### config.mk
export PLATFORM = sky130hd
export DESIGN_NAME = eelc_lpi_ctrl
export DESIGN_NICKNAME = d
export VERILOG_FILES = /design/src/design/eelc_unit_timer.v /design/src/design/eelc_load_cmp.v /design/src/design/eelc_lpi_ctrl.v
export VERILOG_INCLUDE_DIRS = /design/src /design/src/design
export SDC_FILE = /design/constraint.sdc
export NUM_CORES = 1
export LEC_CHECK = 0
export ABC_CLOCK_PERIOD_IN_PS = 2400
export BUFFER_PORTS_ARGS = -buffer_cell sky130_fd_sc_hd__buf_2
export CAP_MARGIN = 10
export CORE_MARGIN = 4
export CORE_UTILIZATION = 43
export CTS_CLUSTER_DIAMETER = 50
export DETAILED_ROUTE_END_ITERATION = 10
export PLACE_DENSITY = 0.7
export SLEW_MARGIN = 30
export SYNTH_ARGS = -nofsm -noshare
export SYNTH_HDL_FRONTEND = slang
export SYNTH_HIERARCHICAL = 1
export SYNTH_SLANG_ARGS = --single-unit
### constraint.sdc
create_clock -name ref_clk -period 2.4 [get_ports ref_clk]
set_input_delay 0.36 -clock ref_clk [delete_from_list [all_inputs] [get_ports ref_clk]]
set_output_delay 0.36 -clock ref_clk [all_outputs]
set_load 0.01 [all_outputs]
### src/design/eelc_consts.vh
// register indices, field positions, reset values and timing figures of the eee lpi control block
`ifndef EELC_CONSTS_VH
`define EELC_CONSTS_VH

// register indices; byte address on the bus is four times the index
`define EELC_IDX_W        10
`define EELC_IDX_EEE_STAT 10'h0e4
`define EELC_IDX_RECOV    10'h0e6
`define EELC_IDX_BL1      10'h0e7
`define EELC_IDX_PCS      10'h0f2
`define EELC_IDX_EMPTY    10'h0f4
`define EELC_IDX_BL2      10'h0f6

// reset values
`define EELC_RST_RECOV    8'h27
`define EELC_RST_SRC_THR  6'h08
`define EELC_RST_ALL_THR  8'h40
`define EELC_RST_EMPTY    16'h03e8
`define EELC_RST_PCS_LO   8'h27
`define EELC_RST_PCS_HI   2'h0
`define EELC_RST_PCS_R9   1'h1
`define EELC_RST_NP_EN    1'h1
`define EELC_RST_ST_R15   1'h1
`define EELC_RST_ST_R98   2'h0
`define EELC_BL2_HI_RO    8'h01
`define EELC_ST_NPLOC     2'h3

// field positions
`define EELC_ST_TXLPI_LH  13
`define EELC_ST_RXLPI_LH  11
`define EELC_BL1_TRAF_EN  7
`define EELC_PCS_NP_EN    8
`define EELC_PCS_R9       9

// buffer threshold units as shifts of the byte count: 512 and 128 bytes
`define EELC_SRC_SHIFT    9
`define EELC_ALL_SHIFT    7

// timing
`define EELC_CLK_PERIOD_NS 8
`define EELC_RECOV_UNIT_NS 640
`define EELC_EMPTY_UNIT_NS 1300000
`define EELC_PRE_W         18

`endif

### src/design/eelc_unit_timer.v
// prescaled unit counter that flags when a programmed number of units has passed
`timescale 1ns/10ps
module eelc_unit_timer #(
  parameter UNIT_CYC = 80,  // clock cycles per unit
  parameter PW       = 18,  // prescaler width
  parameter CW       = 16,  // unit counter width
  parameter STRICT   = 1    // 1: done when units exceed limit, 0: when they reach it
) (
  input  wire          clk,    // system clock
  input  wire          resetn, // async reset, active low
  input  wire          run,    // count while high, restart from zero when low
  input  wire [CW-1:0] limit,  // programmed unit count
  output reg           done_r  // limit passed (STRICT 1) or reached (STRICT 0) since run rose
);

// the integer form keeps the subtraction at full width before the cut to the prescaler width
localparam integer  PRE_LAST_I = UNIT_CYC - 1;
localparam [PW-1:0] PRE_LAST   = PRE_LAST_I[PW-1:0];
localparam [CW-1:0] UNITS_MAX  = {CW{1'h1}};

reg [PW-1:0] pre_r;
reg [CW-1:0] units_r;

always @(posedge clk or negedge resetn) begin
  if (!resetn) begin
    pre_r   <= {PW{1'h0}};
    units_r <= {CW{1'h0}};
    done_r  <= 1'h0;
  end else if (!run) begin
    pre_r   <= {PW{1'h0}};
    units_r <= {CW{1'h0}};
    done_r  <= 1'h0;
  end else begin
    if (pre_r == PRE_LAST) begin
      pre_r <= {PW{1'h0}};
      // saturate so a long idle never wraps back under the limit
      if (units_r != UNITS_MAX) begin
        units_r <= units_r + 1'h1;
      end
    end else begin
      pre_r <= pre_r + 1'h1;
    end
    done_r <= (STRICT != 0) ? (units_r > limit) : (units_r >= limit);
  end
end

endmodule

### src/design/eelc_load_cmp.v
// registered compare of a buffer byte count against a threshold in coarse units
`timescale 1ns/10ps
module eelc_load_cmp #(
  parameter BW    = 14, // byte count width
  parameter TW    = 8,  // threshold width
  parameter SHIFT = 7   // log2 of bytes per threshold unit
) (
  input  wire          clk,    // system clock
  input  wire          resetn, // async reset, active low
  input  wire [BW-1:0] usage,  // buffer usage in bytes
  input  wire [TW-1:0] thr,    // threshold in units
  output reg           over_r  // usage above threshold
);

localparam XW = BW + TW + SHIFT;

wire [XW-1:0] useX = {{(TW+SHIFT){1'h0}}, usage};
wire [XW-1:0] thrX = {{BW{1'h0}}, thr, {SHIFT{1'h0}}};

always @(posedge clk or negedge resetn) begin
  if (!resetn) begin
    over_r <= 1'h0;
  end else begin
    over_r <= (useX > thrX);
  end
end

endmodule

### src/design/eelc_lpi_ctrl.v
// eee low power idle entry and exit control with its wishbone register file
//
// Chosen here: the Wishbone interface to the registers.
`timescale 1ns/10ps
`include "eelc_consts.vh"

// How it works
// - status bit 2 is read-only and shows whether this end is able to exchange next pages.
// - status bit 1 latches high when a new negotiation page arrives and stays high until cleared.
// - status bit 0 is read-only and reads 1 when the link partner can auto-negotiate, else 0.
// - after leaving lpi the transmitter waits the 8-bit recovery count in 640 ns steps, reset 0x27.
// - with control bit 7 set, input traffic withdraws a pending lpi request; with it clear it does not.
// - lpi ends for a port whose buffer usage passes a 6-bit threshold of 512-byte units, reset 0x08.
// - next page exchange runs during negotiation while bit 8 of the pcs control word is 1, its reset.
// - an lpi request rises once a transmit queue stays empty past a 16-bit time in 1.3 ms units, reset 0x03e8.
// - lpi ends on every port when any port's usage passes an 8-bit threshold of 128-byte units, reset 0x40.
module eelc_lpi_ctrl #(
  parameter BW             = 14, // buffer usage width in bytes
  parameter EMPTY_UNIT_CYC = (`EELC_EMPTY_UNIT_NS + `EELC_CLK_PERIOD_NS - 1) / `EELC_CLK_PERIOD_NS // cycles per 1.3 ms
) (
  input  wire          ref_clk,        // system clock, 125 MHz
  input  wire          resetn,         // async reset, active low
  input  wire          wb_cyc_i,       // wishbone cycle
  input  wire          wb_stb_i,       // wishbone strobe
  input  wire          wb_we_i,        // wishbone write
  input  wire [11:0]   wb_adr_i,       // wishbone byte address
  input  wire [3:0]    wb_sel_i,       // wishbone byte lanes
  input  wire [31:0]   wb_dat_i,       // wishbone write data
  output reg  [31:0]   wb_dat_o,       // wishbone read data
  output reg           wb_ack_o,       // wishbone acknowledge
  input  wire          hwEee100En,     // 100base-tx eee enabled by negotiation
  input  wire          txLpiActive,    // transmit pcs sees lpi now
  input  wire          rxLpiActive,    // receive pcs sees lpi now
  input  wire          pageRxEvent,    // new negotiation page arrived
  input  wire          parDetFault,    // parallel detection fault
  input  wire          lpNextPageAble, // partner is next page able
  input  wire          lpAnAble,       // partner can auto-negotiate
  input  wire          p1QueueEmpty,   // port transmit queue empty
  input  wire          hostQueueEmpty, // host transmit queue empty
  input  wire          inputTraffic,   // ingress traffic seen
  input  wire [BW-1:0] p1BufUsage,     // port buffer usage, bytes
  input  wire [BW-1:0] hostBufUsage,   // host buffer usage, bytes
  output reg           lpiReqP1,       // lpi request, port
  output reg           lpiReqHost,     // lpi request, host port
  output reg           txHoldP1,       // port transmit held for lpi recovery
  output reg           npExchangeEn    // next page exchange enabled
);

localparam RECOV_UNIT_CYC = (`EELC_RECOV_UNIT_NS + `EELC_CLK_PERIOD_NS - 1) / `EELC_CLK_PERIOD_NS;

function [7:0] laneWr;
  input [7:0] cur;
  input [7:0] nw;
  input       en;
  begin
    laneWr = en ? nw : cur;
  end
endfunction

// software registers
reg  [7:0]  recovCnt_r;
reg         trafficEn_r;
reg  [5:0]  srcThr_r;
reg  [1:0]  pcsHi_r;
reg         pcsRsv9_r;
reg  [7:0]  pcsLo_r;
reg  [15:0] emptyWait_r;
reg  [7:0]  allThr_r;
reg         stRsv15_r;
reg  [1:0]  stRsv98_r;

// latching status
reg         txLpiLh_r;
reg         rxLpiLh_r;
reg         pdfLh_r;
reg         pageRxLh_r;

// bus decode
wire                  wbReq = wb_cyc_i & wb_stb_i & ~wb_ack_o;
wire                  wbWr  = wbReq & wb_we_i;
wire                  wbRd  = wbReq & ~wb_we_i;
wire [`EELC_IDX_W-1:0] idx  = wb_adr_i[11:2];
wire [7:0]            wd0   = wb_dat_i[7:0];
wire [7:0]            wd1   = wb_dat_i[15:8];

reg        hitStat;
reg        hitRecov;
reg        hitBl1;
reg        hitPcs;
reg        hitEmpty;
reg        hitBl2;
reg [15:0] rdData;

wire [15:0] statWord = {stRsv15_r, hwEee100En, txLpiLh_r, txLpiActive, rxLpiLh_r, rxLpiActive,
                        stRsv98_r, 1'h0, `EELC_ST_NPLOC, pdfLh_r, lpNextPageAble,
                        npExchangeEn,
                        pageRxLh_r,
                        lpAnAble};

always @* begin
  hitStat  = 1'h0;
  hitRecov = 1'h0;
  hitBl1   = 1'h0;
  hitPcs   = 1'h0;
  hitEmpty = 1'h0;
  hitBl2   = 1'h0;
  rdData   = 16'h0000;
  if (idx == `EELC_IDX_EEE_STAT) begin
    hitStat = 1'h1;
    rdData  = statWord;
  end else if (idx == `EELC_IDX_RECOV) begin
    hitRecov = 1'h1;
    rdData   = {8'h00, recovCnt_r};
  end else if (idx == `EELC_IDX_BL1) begin
    hitBl1 = 1'h1;
    rdData = {8'h00, trafficEn_r, 1'h0, srcThr_r};
  end else if (idx == `EELC_IDX_PCS) begin
    hitPcs = 1'h1;
    rdData = {pcsHi_r, 4'h0, pcsRsv9_r, npExchangeEn, pcsLo_r};
  end else if (idx == `EELC_IDX_EMPTY) begin
    hitEmpty = 1'h1;
    rdData   = emptyWait_r;
  end else if (idx == `EELC_IDX_BL2) begin
    hitBl2 = 1'h1;
    rdData = {`EELC_BL2_HI_RO, allThr_r};
  end
end

// one-cycle answer; unmapped addresses are acknowledged, read zero and drop writes
always @(posedge ref_clk or negedge resetn) begin
  if (!resetn) begin
    wb_ack_o <= 1'h0;
    wb_dat_o <= 32'h0000_0000;
  end else begin
    wb_ack_o <= wbReq;
    if (wbRd) begin
      wb_dat_o <= {16'h0000, rdData};
    end
  end
end

// register writes
always @(posedge ref_clk or negedge resetn) begin
  if (!resetn) begin
    recovCnt_r   <= `EELC_RST_RECOV;
    trafficEn_r  <= 1'h0;
    srcThr_r     <= `EELC_RST_SRC_THR;
    pcsHi_r      <= `EELC_RST_PCS_HI;
    pcsRsv9_r    <= `EELC_RST_PCS_R9;
    npExchangeEn <= `EELC_RST_NP_EN;
    pcsLo_r      <= `EELC_RST_PCS_LO;
    emptyWait_r  <= `EELC_RST_EMPTY;
    allThr_r     <= `EELC_RST_ALL_THR;
    stRsv15_r    <= `EELC_RST_ST_R15;
    stRsv98_r    <= `EELC_RST_ST_R98;
  end else if (wbWr) begin
    if (hitRecov) begin
      recovCnt_r <= laneWr(recovCnt_r, wd0, wb_sel_i[0]);
    end else if (hitBl1 && wb_sel_i[0]) begin
      trafficEn_r <= wd0[`EELC_BL1_TRAF_EN];
      srcThr_r    <= wd0[5:0];
    end else if (hitPcs) begin
      pcsLo_r <= laneWr(pcsLo_r, wd0, wb_sel_i[0]);
      if (wb_sel_i[1]) begin
        pcsHi_r      <= wd1[7:6];
        pcsRsv9_r    <= wb_dat_i[`EELC_PCS_R9];
        npExchangeEn <= wb_dat_i[`EELC_PCS_NP_EN];
      end
    end else if (hitEmpty) begin
      emptyWait_r <= {laneWr(emptyWait_r[15:8], wd1, wb_sel_i[1]),
                      laneWr(emptyWait_r[7:0], wd0, wb_sel_i[0])};
    end else if (hitBl2) begin
      allThr_r <= laneWr(allThr_r, wd0, wb_sel_i[0]);
    end else if (hitStat && wb_sel_i[1]) begin
      stRsv15_r <= wd1[7];
      stRsv98_r <= wd1[1:0];
    end
  end
end

// latching status: a set in the clearing cycle wins over the clear
wire statRead = wbRd & hitStat;
wire statW1c  = wbWr & hitStat & wb_sel_i[1];

always @(posedge ref_clk or negedge resetn) begin
  if (!resetn) begin
    txLpiLh_r  <= 1'h0;
    rxLpiLh_r  <= 1'h0;
    pdfLh_r    <= 1'h0;
    pageRxLh_r <= 1'h0;
  end else begin
    txLpiLh_r  <= (txLpiLh_r & ~(statW1c & wb_dat_i[`EELC_ST_TXLPI_LH])) | txLpiActive;
    rxLpiLh_r  <= (rxLpiLh_r & ~(statW1c & wb_dat_i[`EELC_ST_RXLPI_LH])) | rxLpiActive;
    pdfLh_r    <= (pdfLh_r & ~statRead) | parDetFault;
    pageRxLh_r <= (pageRxLh_r & ~statRead) | pageRxEvent;
  end
end

// buffer load checks, each port against the shared 512-byte-unit threshold and the shared all-port threshold
wire srcOverP1;
wire srcOverHost;
wire allOverP1;
wire allOverHost;

eelc_load_cmp #(.BW(BW), .TW(6), .SHIFT(`EELC_SRC_SHIFT)) u_srcP1 (
  .clk    (ref_clk),
  .resetn (resetn),
  .usage  (p1BufUsage),
  .thr    (srcThr_r),
  .over_r (srcOverP1)
);

eelc_load_cmp #(.BW(BW), .TW(6), .SHIFT(`EELC_SRC_SHIFT)) u_srcHost (
  .clk    (ref_clk),
  .resetn (resetn),
  .usage  (hostBufUsage),
  .thr    (srcThr_r),
  .over_r (srcOverHost)
);

eelc_load_cmp #(.BW(BW), .TW(8), .SHIFT(`EELC_ALL_SHIFT)) u_allP1 (
  .clk    (ref_clk),
  .resetn (resetn),
  .usage  (p1BufUsage),
  .thr    (allThr_r),
  .over_r (allOverP1)
);

eelc_load_cmp #(.BW(BW), .TW(8), .SHIFT(`EELC_ALL_SHIFT)) u_allHost (
  .clk    (ref_clk),
  .resetn (resetn),
  .usage  (hostBufUsage),
  .thr    (allThr_r),
  .over_r (allOverHost)
);

// termination reasons; any one holds the empty timer at zero so entry restarts from scratch
wire trafficStop = trafficEn_r & inputTraffic;
wire allStop     = allOverP1 | allOverHost;
wire termP1      = trafficStop | allStop | srcOverP1;
wire termHost    = trafficStop | allStop | srcOverHost;
wire runP1       = hwEee100En & p1QueueEmpty & ~termP1;
wire runHost     = hwEee100En & hostQueueEmpty & ~termHost;
wire emptyDoneP1;
wire emptyDoneHost;

eelc_unit_timer #(.UNIT_CYC(EMPTY_UNIT_CYC), .PW(`EELC_PRE_W), .CW(16), .STRICT(1)) u_emptyP1 (
  .clk    (ref_clk),
  .resetn (resetn),
  .run    (runP1),
  .limit  (emptyWait_r),
  .done_r (emptyDoneP1)
);

eelc_unit_timer #(.UNIT_CYC(EMPTY_UNIT_CYC), .PW(`EELC_PRE_W), .CW(16), .STRICT(1)) u_emptyHost (
  .clk    (ref_clk),
  .resetn (resetn),
  .run    (runHost),
  .limit  (emptyWait_r),
  .done_r (emptyDoneHost)
);

wire lpiReqP1_nxt   = runP1 & emptyDoneP1;
wire lpiReqHost_nxt = runHost & emptyDoneHost;

// recovery hold starts when the port request falls and lasts the programmed units
reg  recov_r;
wire recovDone;
wire recov_nxt = lpiReqP1_nxt ? 1'h0 :
                 (lpiReqP1 & ~lpiReqP1_nxt) ? 1'h1 :
                 (recovDone ? 1'h0 : recov_r);

eelc_unit_timer #(.UNIT_CYC(RECOV_UNIT_CYC), .PW(`EELC_PRE_W), .CW(8), .STRICT(0)) u_recov (
  .clk    (ref_clk),
  .resetn (resetn),
  .run    (recov_r),
  .limit  (recovCnt_r),
  .done_r (recovDone)
);

always @(posedge ref_clk or negedge resetn) begin
  if (!resetn) begin
    lpiReqP1   <= 1'h0;
    lpiReqHost <= 1'h0;
    recov_r    <= 1'h0;
    txHoldP1   <= 1'h0;
  end else begin
    lpiReqP1   <= lpiReqP1_nxt;
    lpiReqHost <= lpiReqHost_nxt;
    recov_r    <= recov_nxt;
    txHoldP1   <= recov_nxt;
  end
end

endmodule

==> summary.txt <==
Logic synthesis
  – Largest area contributor in the netlist: dfrtp_1
  – Syn Area/Cell: 9.85 sq um
  – Async S/R FF share, synth: 1.00
  – EDFF count, synth: 0
  – Synth cell count leaders: 160 x dfrtp_1, 93 x inv_1, 85 x nor2_1
  – Synth top area cells: dfrtp_1 38%, ha_1 8.2%, mux2_2 6.1%, dfstp_2 4.7%, inv_1 3.3%
  – Count leader, synth: dfrtp_1
  – Mapped Cells: around 1100
  – Mapped Area: 10700 sq um
  – Synth Register Bits: about 180
  – Area share of the largest cell type after synthesis: 0.376
  – Most used DFF post-synth: dfrtp_1
  – Sequential share of the synthesized area: 0.423
  – Distinct cells, synth: 67
  – YS warnings: 6

Layout
  – Fin nets: 1355
  – Share of cells above drive strength 1: 0.220
  – Storage element area: ~4500 sq um
  – Cell Count, Final, Fillers Out: roughly 1500
  – Area growth from synthesis to layout: 14.9%
  – Antenna cells: 0
  – Fill count: roughly 2200
  – Footprint of the multi-input gates: about 5600 sq um

Route
  – Vias: 8565
  – Final ANT Viol Nets: 0
  – WL/cell: between 15 and 20 um
  – Via/cell ratio: roughly 5.6
  – Pre-antenna DRT Iters: 5
  – Routed Wire Length: about 27000 um
  – Detailed router's first-iteration violation count: around 680
  – Remaining DRCs: 0

STA
  – Worst Skew: approximately 0.013 ns
  – Fin. Hold Viols: 0
  – Max Fclk: about 440 MHz
  – Min cycle time layout: 2.29 ns
  – Worst slew margin: 0.589
  – Final setup violation count: 0
  – WHS: roughly 0.11 ns
  – Final Cycle Share: 0.955
  – Slew @ Worst Pin: around 0.6 ns
  – Max-slew violations: 0

Critical path
  – Crit. Startpoint: u_emptyP1/pre_r[4]
  – Reg2Reg Depth: 6
  – CP Cell Sequence: or4b_1 > nor4_1 > nand4_1 > buf_4 > or4_1 > a21oi_1
  – Largest delay share family, worst path: simple AND/OR/NAND/NOR gates
  – Max FO, Critical Path: 21
  – Arrival time worst endpoint: ~2.7 ns
  – Levels on crit path: 6
  – CP max stage cell: or4b_1
  – Worst setup SP type: register
  – Critical path data required time: 2.75 ns
  – Critical path type: register to register
  – Worst path bufs/invs: 1
  – Crit Reg-Reg Startpoint: u_emptyP1/pre_r[4]
  – Max stage delay on crit path: 0.53 ns
  – Worst setup EP type: register

Floorplan
  – Die height: around 170 um
  – # IOs: roughly 130
  – Die footprint: 27400 sq um
  – Initial Util: 0.438
  – Row count: 57
  – Die width: approximately 170 um
  – Core Area: about 24000 sq um

Global route
  – GR Util All Layers: 0.198
  – Antenna violations before repair: 0
  – Largest net degree at the start of global routing: between 70 and 80
  – Grt ovf: 0
  – Vias in the first global route: around 8400
  – First-pass GRT wire length: ~43000 um

Clock network
  – CTS root buffer: clkbuf_16
  – Num CTS Buffers: 17
  – H-tree depth: 4
  – Reg clk slew, reported paths: around 0.080 ns
  – Clock tree buffer depth: 2
  – Num Clock Sinks: roughly 180
  – CTS tree: yes
  – Clock Latency Late Sink: between 0.4 and 0.5 ns

Worst hold path
  – Worst Hold Class: primary input to register
  – Min-delay src: parDetFault
  – WHS Path Cells: 2

Place
  – DP HPWL: 19800 um
  – Routability-driven placement congestion ratio: about 0.86
  – Placed cells: roughly 1500
  – I/O Buffers: 91

Flow run
  – Max Cap Viol: 0

Outcome
  – Run status: finished, final reports clean

Power
  – Worst vdd ir: 356 uV
  – Total Power: ~6200 uW
  – LEAKAGE: between 0.005 and 0.006 uW
  – Pwr/cell area: a little over 500 nW/um^2
-- cells by family after synthesis --
| kind of cell | Yosys count | share of synthesized area |
|---|---|---|
| XOR/XNOR | 53 | 0.0436 |
| flip-flops | 179 | 0.423 |
| multiplexers | 70 | 0.0728 |
| buffers and inverters | 144 | 0.0581 |
| other | 1 | 0.000352 |
| AO/OA/AOI/OAI | 147 | 0.0942 |
| AND/OR/NAND/NOR | 417 | 0.226 |
| adder cells (fa/ha/maj) | 70 | 0.0822 |
-- through the flow --
step                instance area, sq um  setup slack, ns  utilization  TNS (ns)
floorplan                          10700            0.197            -         0
global placement                   11600            0.154        0.477         0
detailed placement                 11600            0.123        0.477         0
CTS                                12200           0.0885        0.502         0
global route                       12200         -0.00300        0.503  -0.00300
finish                             12200            0.108        0.503         0
-- state kept, by name, indices dropped and copies added, names as in the netlist, 2 cells and up --
register and count:
pcsLo_r 8, u_recov/units_r 8, u_emptyHost/units_r 16, srcThr_r 6, pcsHi_r 2, emptyWait_r 16, allThr_r 8, u_emptyP1/units_r 16
recovCnt_r 8, stRsv98_r 2, u_emptyP1/pre_r 18, u_emptyHost/pre_r 18, wb_dat_o 16, u_recov/pre_r 18
-- per-layer routing --
layer / global-route usage / wire length [um]
met1: 0.278 / 12000
met2: 0.314 / 12300
met3: 0.0387 / 1600
met4: 0.0570 / 621
met5: 0 / 0
-- timing repair --
item	CTS	global route
setup buffers	0	3
endpoints found under the setup margin	0	13
gates resized for setup	0	1
hold buffers	1	0
endpoints found under the hold margin	22	0
-- worst paths after layout --
kind / to / slack, ns
max: u_emptyP1/units_r[10] / 0.11
min: pdfLh_r / 0.11
max reg2reg: u_emptyP1/units_r[10] / 0.11
min reg2reg: lpiReqHost / 0.45
max in group asynchronous: npExchangeEn / 1.35
min in group asynchronous: u_emptyHost/pre_r[11] / 0.35
-- area by class of cell --
cell class / instances / area share
Clock inverter: 15 / 0.0147
Tap cell: 324 / 0.0331
Multi-Input combinational cell: 773 / 0.457
Timing Repair Buffer: 130 / 0.0639
Clock buffer: 17 / 0.0347
Sequential cell: 179 / 0.368
Inverter: 93 / 0.0285
-- cell usage in the layout (no fill, tap or decap), drive strengths merged, types with 4 or more instances in the layout --
| cell | count |
|---|---|
| a211oi | 11 |
| a21o | 15 |
| a21oi | 42 |
| a221o | 6 |
| a31oi | 4 |
| and2 | 7 |
| and3 | 27 |
| and4 | 4 |
| and4b | 7 |
| buf | 129 |
| clkbuf | 17 |
| clkinv | 7 |
| conb | 16 |
| dfrtp | 160 |
| dfstp | 19 |
| ha | 70 |
| inv | 100 |
| mux2 | 60 |
| mux2i | 10 |
| nand2 | 67 |
| nand2b | 10 |
| nand3 | 52 |
| nand4 | 38 |
| nand4b | 4 |
| nor2 | 86 |
| nor2b | 8 |
| nor3 | 29 |
| nor3b | 6 |
| nor4 | 26 |
| nor4b | 8 |
| o211a | 6 |
| o211ai | 13 |
| o21ai | 15 |
| o31ai | 13 |
| or3 | 11 |
| or4 | 14 |
| or4b | 5 |
| xnor2 | 34 |
| xor2 | 19 |
-- report_power, final --
group	total [uW]	internal (uW)	switching (uW)
sequential	3040	3030	11.3
combinational	344	123	221
clock	2800	1410	1390
total	6190	4570	1620
(Power assumes the default switching activity.)
